$ cat config.mk
export PLATFORM = sky130hd
export DESIGN_NAME = pmic_led_and_irq_regs
export DESIGN_NICKNAME = d
export VERILOG_FILES = /design/src/pmic_led_irq_pkg.sv /design/src/pmic_led_and_irq_regs.sv
export VERILOG_INCLUDE_DIRS = /design/src /design/src/src
export SDC_FILE = /design/constraint.sdc
export NUM_CORES = 1
export LEC_CHECK = 0
export BUFFER_PORTS_ARGS = -buffer_cell sky130_fd_sc_hd__buf_2
export CAP_MARGIN = 5
export CORE_ASPECT_RATIO = 0.6
export CORE_MARGIN = 3
export CORE_UTILIZATION = 47
export DETAILED_ROUTE_END_ITERATION = 16
export PLACE_DENSITY = 0.68
export SETUP_SLACK_MARGIN = 0.5
export SKIP_LAST_GASP = 1
export SLEW_MARGIN = 40
export SYNTH_ARGS = -nofsm -noshare
export SYNTH_HDL_FRONTEND = slang
export SYNTH_SLANG_ARGS = --single-unit
$ cat constraint.sdc
create_clock -name pclk -period 3.3 [get_ports pclk]
set_clock_uncertainty 0.1 [all_clocks]
set_input_delay 0.495 -clock pclk [delete_from_list [all_inputs] [get_ports pclk]]
set_output_delay 0.495 -clock pclk [all_outputs]
set_load 0.05 [all_outputs]
$ cat src/pmic_led_irq_map.svh
// register offsets, field positions, reset values and timing counts
// assumes inclusion by the register bank only
`ifndef PMIC_LED_IRQ_MAP_SVH
`define PMIC_LED_IRQ_MAP_SVH

// register indices; byte address is four times the index
`define IDX_CHIP_IDENTITY 6'h00
`define IDX_CONFIG_VARIANT 6'h01
`define IDX_SILICON_REVISION 6'h02
`define IDX_IRQ_GROUP_SUMMARY 6'h06
`define IDX_BUCK_LOW_LIMIT_STATUS 6'h08
`define IDX_BUCK_LOW_LIMIT_MASK 6'h09
`define IDX_BUCK_LOW_LIMIT_LIVE 6'h0A
`define IDX_BUCK_HIGH_LIMIT_STATUS 6'h0B
`define IDX_BUCK_HIGH_LIMIT_MASK 6'h0C
`define IDX_BUCK_HIGH_LIMIT_LIVE 6'h0D
`define IDX_BUCK_RAMP_DONE_STATUS 6'h0E
`define IDX_BUCK_RAMP_DONE_MASK 6'h0F
`define IDX_BUCK_RAMP_DONE_LIVE 6'h10
`define IDX_INDICATOR_CONFIG 6'h1E
`define IDX_CHARGER_KEY_TWO 6'h1F

// indicator configuration fields
`define POS_BLINK_RATE_SEL 0
`define POS_DRIVE_LEVEL 2
`define POS_PATTERN_SEL 4
`define POS_SW_OVERRIDE 5
`define RW1S_BITS_INDICATOR 8'h1C

// summary bit positions
`define POS_CHARGER_GROUP 0
`define POS_BUCK1_GROUP 1
`define POS_BUCK2_GROUP 2
`define POS_BUCK3_GROUP 3
`define POS_LINREG_GROUP 4
`define POS_KEY_GROUP 5
`define POS_THERMAL_GROUP 6
`define POS_MISC_GROUP 7

// reset values
`define RST_LIMIT_MASK 3'h7
`define RST_RAMP_MASK 2'h3
`define RST_INDICATOR_CONFIG 8'h00
`define RST_CHARGER_KEY_TWO 8'h00

// blink timing: clock rate and rates in hundredths of a hertz
`define CLK_HZ 64'd250000000
`define RATE_CODE0_CHZ 64'd100
`define RATE_CODE1_CHZ 64'd150
`define RATE_CODE2_CHZ 64'd25600
`define RATE_CODE3_CHZ 64'd800
`define HALF_PERIOD_CYCLES(f) ((`CLK_HZ * 64'd100) / (64'd2 * (f)))

`endif

$ cat src/pmic_led_irq_pkg.sv
// types shared by the register bank and its surroundings
// assumes nothing beyond the map header
package pmic_led_irq_pkg;

	typedef struct packed {
		logic psel;
		logic penable;
		logic pwrite;
		logic [7:0] paddr;
		logic [31:0] pwdata;
	} apb_req_type;

	typedef struct packed {
		logic [31:0] prdata;
		logic pready;
		logic pslverr;
	} apb_rsp_type;

	typedef struct packed {
		logic charging;
		logic fault;
		logic done;
	} charger_state_type;

	typedef struct packed {
		logic [2:0] low;
		logic [2:0] high;
		logic [1:0] ramp;
	} buck_sense_type;

	typedef struct packed {
		logic misc;
		logic thermal;
		logic key;
		logic linreg;
		logic charger;
	} other_groups_type;

	typedef struct packed {
		logic [2:0] stat_low;
		logic [2:0] stat_high;
		logic [1:0] stat_ramp;
		logic [2:0] mask_low;
		logic [2:0] mask_high;
		logic [1:0] mask_ramp;
		buck_sense_type live;
		logic [7:0] indicator_pattern_sel;
		logic [7:0] key2;
		logic [26:0] blink_cnt;
		logic blink;
		logic indicator_on;
		logic [1:0] drive_level;
		logic [31:0] prdata;
		logic rd_loaded;
		logic [7:0] summary;
	} state_type;

endpackage

$ cat src/pmic_led_and_irq_regs.sv
// indicator configuration and buck interrupt register bank on apb
// assumes all inputs synchronous to pclk; resets other than presetn are levels
`timescale 1ns/100ps
`include "pmic_led_irq_map.svh"

module pmic_led_and_irq_regs #(
	parameter logic [7:0] CHIP_IDENTITY = 8'h5A, // arbitrary value
	parameter logic [7:0] CONFIG_VARIANT = 8'h00, // arbitrary value
	parameter logic [7:0] SILICON_REVISION = 8'h11, // arbitrary value
	parameter int unsigned HALF_CODE0 = 32'(`HALF_PERIOD_CYCLES(`RATE_CODE0_CHZ)),
	parameter int unsigned HALF_CODE1 = 32'(`HALF_PERIOD_CYCLES(`RATE_CODE1_CHZ)),
	parameter int unsigned HALF_CODE2 = 32'(`HALF_PERIOD_CYCLES(`RATE_CODE2_CHZ)),
	parameter int unsigned HALF_CODE3 = 32'(`HALF_PERIOD_CYCLES(`RATE_CODE3_CHZ))
) (
	input wire logic pclk,
	input wire logic presetn,
	input wire logic ce,
	input wire logic core_domain_reset,
	input wire logic power_on_reset_n,
	input wire logic host_reset_n,
	input wire logic regs_off_pulse,
	input wire pmic_led_irq_pkg::apb_req_type apb_req,
	output pmic_led_irq_pkg::apb_rsp_type apb_rsp,
	input wire pmic_led_irq_pkg::buck_sense_type buck_sense,
	input wire pmic_led_irq_pkg::other_groups_type other_groups,
	input wire pmic_led_irq_pkg::charger_state_type charger_state,
	output logic indicator_on,
	output logic [1:0] indicator_drive_level,
	output logic [7:0] irq_group_summary
);

	pmic_led_irq_pkg::state_type cur;
	pmic_led_irq_pkg::state_type next_state;

	logic [5:0] idx;
	logic setup;
	logic access;
	logic wr;
	logic mapped;
	logic [26:0] half_sel;
	logic [7:0] summary;
	logic [7:0] rd;
	logic [7:0] w8;
	logic [2:0] rise_low;
	logic [2:0] rise_high;
	logic [1:0] rise_ramp;
	logic [2:0] pend_low;
	logic [2:0] pend_high;
	logic [1:0] pend_ramp;
	logic blink_wrap;
	logic charger_wave;
	logic irq_domain_clear;
	logic quiet;
	logic rd_ready;

	// ----------------------------------------------------------------
	// bus decode
	// ----------------------------------------------------------------
	assign idx = apb_req.paddr[7:2];
	assign setup = apb_req.psel & ~apb_req.penable;
	assign access = apb_req.psel & apb_req.penable;
	assign wr = access & apb_req.pwrite & ce;
	assign w8 = apb_req.pwdata[7:0];

	always_comb begin
		mapped = 1'b0;
		case (idx)
			`IDX_CHIP_IDENTITY, `IDX_CONFIG_VARIANT, `IDX_SILICON_REVISION,
			`IDX_IRQ_GROUP_SUMMARY, `IDX_BUCK_LOW_LIMIT_STATUS,
			`IDX_BUCK_LOW_LIMIT_MASK, `IDX_BUCK_LOW_LIMIT_LIVE,
			`IDX_BUCK_HIGH_LIMIT_STATUS, `IDX_BUCK_HIGH_LIMIT_MASK,
			`IDX_BUCK_HIGH_LIMIT_LIVE, `IDX_BUCK_RAMP_DONE_STATUS,
			`IDX_BUCK_RAMP_DONE_MASK, `IDX_BUCK_RAMP_DONE_LIVE,
			`IDX_INDICATOR_CONFIG, `IDX_CHARGER_KEY_TWO: begin
				mapped = (apb_req.paddr[1:0] == 2'h0);
			end
			default: begin
				mapped = 1'b0;
			end
		endcase
	end

	// zero-wait slave; a read whose setup edge was frozen by the clock
	// enable waits one enabled edge to fetch its data
	assign rd_ready = apb_req.pwrite | cur.rd_loaded;
	assign apb_rsp.pready = ce & rd_ready;
	assign apb_rsp.pslverr = access & ~mapped;
	assign apb_rsp.prdata = cur.prdata;

	// ----------------------------------------------------------------
	// interrupt summary
	// ----------------------------------------------------------------
	assign pend_low = cur.stat_low & ~cur.mask_low;
	assign pend_high = cur.stat_high & ~cur.mask_high;
	assign pend_ramp = cur.stat_ramp & ~cur.mask_ramp;

	always_comb begin
		summary = 8'h00;
		summary[`POS_CHARGER_GROUP] = other_groups.charger;
		summary[`POS_BUCK1_GROUP] = pend_low[0] | pend_high[0] | pend_ramp[0];
		summary[`POS_BUCK2_GROUP] = pend_low[1] | pend_high[1] | pend_ramp[1];
		summary[`POS_BUCK3_GROUP] = pend_low[2] | pend_high[2];
		summary[`POS_LINREG_GROUP] = other_groups.linreg;
		summary[`POS_KEY_GROUP] = other_groups.key;
		summary[`POS_THERMAL_GROUP] = other_groups.thermal;
		summary[`POS_MISC_GROUP] = other_groups.misc;
	end

	assign irq_group_summary = cur.summary;

	// ----------------------------------------------------------------
	// read mux
	// ----------------------------------------------------------------
	always_comb begin
		case (idx)
			`IDX_CHIP_IDENTITY: rd = CHIP_IDENTITY;
			`IDX_CONFIG_VARIANT: rd = CONFIG_VARIANT;
			`IDX_SILICON_REVISION: rd = SILICON_REVISION;
			`IDX_IRQ_GROUP_SUMMARY: rd = summary;
			`IDX_BUCK_LOW_LIMIT_STATUS: rd = {5'h00, cur.stat_low};
			`IDX_BUCK_LOW_LIMIT_MASK: rd = {5'h00, cur.mask_low};
			`IDX_BUCK_LOW_LIMIT_LIVE: rd = {5'h00, cur.live.low};
			`IDX_BUCK_HIGH_LIMIT_STATUS: rd = {5'h00, cur.stat_high};
			`IDX_BUCK_HIGH_LIMIT_MASK: rd = {5'h00, cur.mask_high};
			`IDX_BUCK_HIGH_LIMIT_LIVE: rd = {5'h00, cur.live.high};
			`IDX_BUCK_RAMP_DONE_STATUS: rd = {6'h00, cur.stat_ramp};
			`IDX_BUCK_RAMP_DONE_MASK: rd = {6'h00, cur.mask_ramp};
			`IDX_BUCK_RAMP_DONE_LIVE: rd = {6'h00, cur.live.ramp};
			`IDX_INDICATOR_CONFIG: rd = cur.indicator_pattern_sel;
			`IDX_CHARGER_KEY_TWO: rd = cur.key2;
			default: rd = 8'h00;
		endcase
	end

	// ----------------------------------------------------------------
	// blink rate and charger pattern
	// ----------------------------------------------------------------
	always_comb begin
		case (cur.indicator_pattern_sel[`POS_BLINK_RATE_SEL +: 2])
			2'h0: half_sel = 27'(HALF_CODE0);
			2'h1: half_sel = 27'(HALF_CODE1);
			2'h2: half_sel = 27'(HALF_CODE2);
			2'h3: half_sel = 27'(HALF_CODE3);
			default: half_sel = 27'(HALF_CODE0);
		endcase
	end

	// >= so a shorter rate chosen mid-count wraps at once
	assign blink_wrap = (cur.blink_cnt >= half_sel - 27'h1);

	always_comb begin
		charger_wave = 1'b0;
		if (charger_state.done) begin
			charger_wave = 1'b0;
		end else if (charger_state.fault) begin
			charger_wave = cur.indicator_pattern_sel[`POS_PATTERN_SEL] ? 1'b1 : cur.blink;
		end else if (charger_state.charging) begin
			charger_wave = cur.indicator_pattern_sel[`POS_PATTERN_SEL] ? cur.blink : 1'b1;
		end
	end

	// ----------------------------------------------------------------
	// next state
	// ----------------------------------------------------------------
	assign rise_low = buck_sense.low & ~cur.live.low;
	assign rise_high = buck_sense.high & ~cur.live.high;
	assign rise_ramp = buck_sense.ramp & ~cur.live.ramp;
	assign irq_domain_clear = ~power_on_reset_n | ~host_reset_n;

	always_comb begin
		next_state = cur;
		next_state.live = buck_sense;
		// set wins over a clearing write in the same cycle
		next_state.stat_low = (cur.stat_low
			& ~((wr && idx == `IDX_BUCK_LOW_LIMIT_STATUS) ? w8[2:0] : 3'h0))
			| rise_low;
		next_state.stat_high = (cur.stat_high
			& ~((wr && idx == `IDX_BUCK_HIGH_LIMIT_STATUS) ? w8[2:0] : 3'h0))
			| rise_high;
		next_state.stat_ramp = (cur.stat_ramp
			& ~((wr && idx == `IDX_BUCK_RAMP_DONE_STATUS) ? w8[1:0] : 2'h0))
			| rise_ramp;
		if (wr && idx == `IDX_BUCK_LOW_LIMIT_MASK) begin
			next_state.mask_low = w8[2:0];
		end
		if (wr && idx == `IDX_BUCK_HIGH_LIMIT_MASK) begin
			next_state.mask_high = w8[2:0];
		end
		if (wr && idx == `IDX_BUCK_RAMP_DONE_MASK) begin
			next_state.mask_ramp = w8[1:0];
		end
		if (wr && idx == `IDX_INDICATOR_CONFIG) begin
			// drive level and pattern only gain ones until reset
			next_state.indicator_pattern_sel = (w8 & ~`RW1S_BITS_INDICATOR)
				| ((cur.indicator_pattern_sel | w8) & `RW1S_BITS_INDICATOR);
		end
		if (wr && idx == `IDX_CHARGER_KEY_TWO) begin
			next_state.key2 = w8;
		end
		if (blink_wrap) begin
			next_state.blink_cnt = 27'h0;
			next_state.blink = ~cur.blink;
		end else begin
			next_state.blink_cnt = cur.blink_cnt + 27'h1;
		end
		if (cur.indicator_pattern_sel[`POS_SW_OVERRIDE]) begin
			next_state.indicator_on = cur.blink;
		end else begin
			next_state.indicator_on = charger_wave;
		end
		next_state.drive_level = cur.indicator_pattern_sel[`POS_DRIVE_LEVEL +: 2];
		if (setup) begin
			next_state.prdata = {24'h000000, rd};
			next_state.rd_loaded = 1'b1;
		end else if (access) begin
			if (rd_ready) begin
				// transfer completes at this edge
				next_state.rd_loaded = 1'b0;
			end else begin
				next_state.prdata = {24'h000000, rd};
				next_state.rd_loaded = 1'b1;
			end
		end
		if (regs_off_pulse) begin
			next_state.key2 = `RST_CHARGER_KEY_TWO;
		end
		if (irq_domain_clear) begin
			next_state.stat_low = 3'h0;
			next_state.stat_high = 3'h0;
			next_state.stat_ramp = 2'h0;
			next_state.mask_low = `RST_LIMIT_MASK;
			next_state.mask_high = `RST_LIMIT_MASK;
			next_state.mask_ramp = `RST_RAMP_MASK;
			next_state.key2 = `RST_CHARGER_KEY_TWO;
		end
		if (core_domain_reset) begin
			next_state = '0;
			next_state.mask_low = `RST_LIMIT_MASK;
			next_state.mask_high = `RST_LIMIT_MASK;
			next_state.mask_ramp = `RST_RAMP_MASK;
			next_state.indicator_pattern_sel = `RST_INDICATOR_CONFIG;
			// keep tracking live levels so no false edge follows
			next_state.live = buck_sense;
		end
		next_state.summary = summary;
	end

	always_ff @(posedge pclk or negedge presetn) begin
		if (!presetn) begin
			cur <= '0;
			cur.mask_low <= `RST_LIMIT_MASK;
			cur.mask_high <= `RST_LIMIT_MASK;
			cur.mask_ramp <= `RST_RAMP_MASK;
		end else if (ce) begin
			cur <= next_state;
		end
	end

	assign indicator_on = cur.indicator_on;
	assign indicator_drive_level = cur.drive_level;

	// ----------------------------------------------------------------
	// assertions
	// ----------------------------------------------------------------
	assign quiet = ce & ~core_domain_reset & ~irq_domain_clear & ~regs_off_pulse;
endmodule

; Word level (Yosys, flattened, before mapping)
; Cells that the tools add are included.
[op_classes]
reduce_logical = 27
muxes = 27
order_cmp = 1
n_shift = 0
mul = 0
n_bitwise = 41
n_div = 0
add_sub_neg = 2
eq_ne = 18
[ops]
columns = cell, count
row1 = $mux 112, 1
row2 = $pmux 8 s14, 1
row3 = $pmux 27 s4, 1
row4 = $mux 33, 2
row5 = $eq 6x4->1 const B, 8
row6 = $mux 32, 1
row7 = $mux 8, 4
row8 = $add 27x1->27 const B, 1
row9 = $ge 27x27->1, 1
row10 = $mux 27, 1
row11 = $sub 27x1->27 const B, 1
row12 = $and 3x3->3, 6
row13 = $eq 6x5->1 const B, 3
row14 = $not 3->3, 6
row15 = $mux 16, 1
row16 = $reduce_or 15->1, 1
row17 = $reduce_and 2->1, 7
row18 = $mux 3, 4
row19 = $reduce_bool 3->1, 4
row20 = $mux 1, 9
row21 = $logic_and 1x1->1, 8
row22 = $or 8x5->8, 1
row23 = $or 1x1->1, 7
row24 = $and 1x1->1, 6
row25 = other kinds (18), 31
[totals]
output_inout_bits = 45
rom_bits = 0
input_bits = 66
elab_cells = 134
latch_bits = 0
memories = 0
mem_bits_rw = 0
regBits = 112

; Depth between registers and ports, before layout
[depth]
ltp_word = 10
mapped_depth = 13

; Worst setup path before layout
; OpenSTA, ideal clock, no wires.
[synth_path]
path_kind = flip-flop to flip-flop
startpoint = reg cur[81] (netlist bit)
endpoint = reg cur[44] (netlist bit)
required_time_ps = 3075
setup_slack_ps = 613
path_stages_with_launch = 11
n_path_buf = 0
synth_period_minus_slack_ps = 2687
arrival_ps = 2462
cell_sequence = dfrtp_1 -> inv_1 -> ha_1 -> inv_1 -> ha_1 -> a21o_1 -> a2111oi_0 -> o21ai_0 -> nor3_1 -> a21oi_2 -> mux2_2
[synth_between]
elab_chain_len = 6
elab_cells_between_ends = 9
[synth_lines]
columns = item, line_no
row1 = start: declaration, pmic_led_and_irq_regs.sv:32  ; pmic_led_irq_pkg::state_type cur;
row2 = start signal: assignment, pmic_led_and_irq_regs.sv:255  ; cur <= next_state;
row3 = "$eq 2x2->1, or another cell as far along", pmic_led_and_irq_regs.sv:139  ; case (cur.indicator_pattern_sel[`POS_BLINK_RATE_SEL +: 2])
row4 = $pmux 27 s4 (*), pmic_led_and_irq_regs.sv:139
row5 = $sub 27x1->27 (*), pmic_led_and_irq_regs.sv:149  ; assign blink_wrap = (cur.blink_cnt >= half_sel - 27'h1);
row6 = $ge 27x27->1 (*), pmic_led_and_irq_regs.sv:149
row7 = $reduce_bool 2->1 (no line) (*), -
row8 = $reduce_and 2->1 (no line) (*), -
; Every way passes the cells marked *; elsewhere a longest branch is shown, timed or not. The select of a mux whose other input is x is not followed.
; A chain may end at the register's enable or synchronous reset.

; Worst setup path in the final report
[layout_path]
startpoint = reg cur[80] (netlist bit)
endpoint = reg cur[44] (netlist bit)
; Same word-level chain as after synthesis.

==> flow_metrics.py <==
metrics = {
    "worst_setup_path": {
        "path_class": "flip-flop to flip-flop",
        "worstPathCellList": "buf_4 > ha_4 > nor2_1 > nor2_1 > xnor2_1 > ha_1 > nand4_1 > a211oi_2 > o31ai_2 > a21oi_4 > mux2_4",
        "cp_common_cell": "nor2_1",
        "cp.required_ns": 3.44,
        "start_kind": "flip-flop",
        "endpoint_kind": "flip-flop",
        "crit_slowest_cell": "dfrtp_2",
        "critPathMaxStageDelay_ns": 0.45,
        "worstPathArrival_ns": 2.90,
        "crit_fanout": 6,
    },
    "logic_synthesis": {
        "yosysTopAreaCell": "dfrtp_1",
        "async_reset_ff_share_pct": 100,
        "synthFlopType": "dfrtp_1",
        "synth_edf_count": 0,
        "ys_seq_area_share_pct": 40.0,
        "ys_ff_latch": 88,
        "yosysWarnings": 0,
        "synth_area_leaders": "dfrtp_1 (36%), ha_1 (7.7%), buf_4 (5.8%)",
        "synth_top_area_share_pct": 36.2,
        "avgSynthCellArea_um2": 9.56,
        "synthCells": 578,
        "syn_area_um2": 5530,
        "synth.distinct_cells": 64,
    },
    "final_layout": {
        "num_antenna_cells": 0,
        "final_util_pct": 56.2,
        "stdcell_count": 788,
        "nets": 728,
        "drive_gt1_share_pct": 22.7,
        "syn_to_final_growth_pct": 11.8,
        "fin_area_um2": 6180,
        "final_cell_mix": "dfrtp_1 (79), buf_2 (61), nor2_1 (53), a21oi_1 (35), o21ai_0 (34)",
        "final_common_cell": "dfrtp_1",
    },
    "place": {
        "gp_congestion": 0.900,
        "post_dp_cell_area_um2": 5750,
        "dp_hpwl_um": 10600,
        "dp.cells": 766,
        "numPortBuffers": 62,
        "dpl_worst_slack_ns": 0.300,
    },
    "sta": {
        "max_freq_mhz": 362,
        "hold_viol": 0,
        "fin_crit_sh_pct": 83.7,
        "fin_hold_ws_ns": 0.0759,
        "final.setup.tns_ns": 0,
        "rsz0062_at_grt": "true",
        "setup_violations": 0,
        "slew_violations": 0,
        "tightest_slew_ns": 0.703,
        "finalWorstPathRequiredPeriod_ns": 2.76,
        "relSlewSlack_pct": 52.8,
        "fin_ws_ns": 0.539,
    },
    "cts": {
        "cts_made_buffers": 9,
        "cts_tree": "done",
        "cts_buffer_depth": 2,
        "postCtsHoldBufs": 0,
        "htreeDepth": 3,
        "clkTransAtPathRegs_ns": 0.07,
        "cts.sinks": 88,
        "clockRootBuffer": "clkbuf_16",
        "clk_latency_ns": 0.35,
    },
    "die": {
        "die_x_um": 146,
        "initial_utilization_pct": 50.3,
        "rows": 29,
        "fp.coreArea_um2": 11000,
        "die_h_um": 90.0,
        "die_area_um2": 13100,
        "ios": 111,
    },
    "grt": {
        "grt_pass1_vias": 4262,
        "grt_overflow": 0,
        "grt_max_degree": 50,
        "antenna_found_initial": 0,
        "track_usage_pct": 21.9,
        "grt_pass1_wl_um": 23000,
    },
    "detailed_routing": {
        "drc": 0,
        "via_count": 4610,
        "postRouteAntennaNets": 0,
        "drt_iter0_drc": 408,
        "first_pass_iters": 5,
        "wl_per_cell_um": 18.3,
        "viasPerCell": 5.85,
        "wirelength_um": 14400,
    },
    "worst_hold_path": {
        "hold_class": "primary input to async pin",
    },
    "outcome": {
        "status": "complete, no violations",
    },
    "power_and_ir_drop": {
        "ir_drop_v": 0.000256,
        "power.leakage_nw": 2.84,
        "total_power_mw": 2.77,
        "powerDensity_nw_per_um2": 449,
    },
    "flow_run": {
        "maxCapViolCount": 0,
    },
}
==> cells by family after synthesis <==
group	count (synthesis)	synth area share [%]
buffers and inverters	87	9.92
AO/OA/AOI/OAI	140	16.6
adder cells (fa/ha/maj)	34	7.70
XOR/XNOR	23	3.65
other	2	0.136
AND/OR/NAND/NOR	179	16.9
flip-flops	88	40.0
multiplexers	25	5.10
==> cell type report <==
type                    count  area [µm²]
clock buffers               9         225
clock inverters             7        60.1
fillers                   961        4820
inverters                  22        85.1
multi-input cells         427        2940
flip-flops and latches     88        2210
well taps                 155         194
repair buffers             80         460
==> flip-flops by register name, summed over array words and instances, names as in the netlist <==
name / flops
cur: 69
apb_rsp: 8
irq_group_summary: 8
indicator_drive_level: 2
indicator_on: 1
==> worst paths after layout <==
check	from	endpoint	slack (ns)	cells after the start
min in group pclk	buck_sense[3]	cur[91]	0.29	2
worst min register to register	apb_rsp[9]	apb_rsp[9]	0.37	2
worst min-delay path	presetn	cur[48]	0.08	1
worst max-delay path	cur[80]	cur[44]	0.54	11
worst max register to register	cur[80]	cur[44]	0.54	11
max in group asynchronous	presetn	cur[100]	2.24	2
==> power breakdown <==
| group | switching, mW | internal [mW] | leakage, nW |
|---|---|---|---|
| sequential | 0.0571 | 1.13 | 1.16 |
| combinational | 0.384 | 0.206 | 1.54 |
| clock | 0.468 | 0.525 | 0.136 |
| total | 0.910 | 1.86 | 2.84 |
==> what timing repair did <==
| action | in CTS | in global routing |
|---|---|---|
| resized for setup | 9 | 15 |
| pin swaps | 2 | 4 |
| endpoints found under the setup margin | 25 | 27 |
| setup buffers | 2 | 4 |
| cloned | 0 | 0 |
==> worst max-delay path, delay by kind of cell, from the launching register on <==
family / cells / cell delay [ns]
fa+ha+maj: 2 / 0.46
buf+inv: 1 / 0.16
mux: 1 / 0.33
simple gates: 3 / 0.34
compound gates: 3 / 0.67
xor+xnor: 1 / 0.13
flops: 1 / 0.45
==> cell usage after synthesis (all sizes together), types with 3 or more instances <==
cell type  number
nor2           54
or3             3
mux2i           9
o22ai           3
a22oi           8
nor4            3
mux2           15
o2bb2ai         4
o31ai           3
ha             34
dfrtp          80
nand3          20
a211oi          3
or4             3
o211ai          3
a21oi          37
o21ai          37
xor2           14
nor2b           4
nand2          31
buf            45
nand2b         11
and3            7
o22a            8
a21o            3
xnor2           9
and2            4
dfstp           8
clkbuf         18
a22o           14
nand4          14
a31oi           4
inv            22
nor3           13
==> per-layer routing <==
| metal | track usage [%] | routed length [µm] | vias up |
|---|---|---|---|
| li1 | - | - | 2121 |
| met4 | 4.38 | 142 | 0 |
| met1 | 35.2 | 7100 | 2265 |
| met3 | 5.03 | 1350 | 14 |
| met5 | 0 | 0 | - |
| met2 | 29.6 | 5810 | 210 |
No activity file was read; power rests on OpenSTA's default activity.
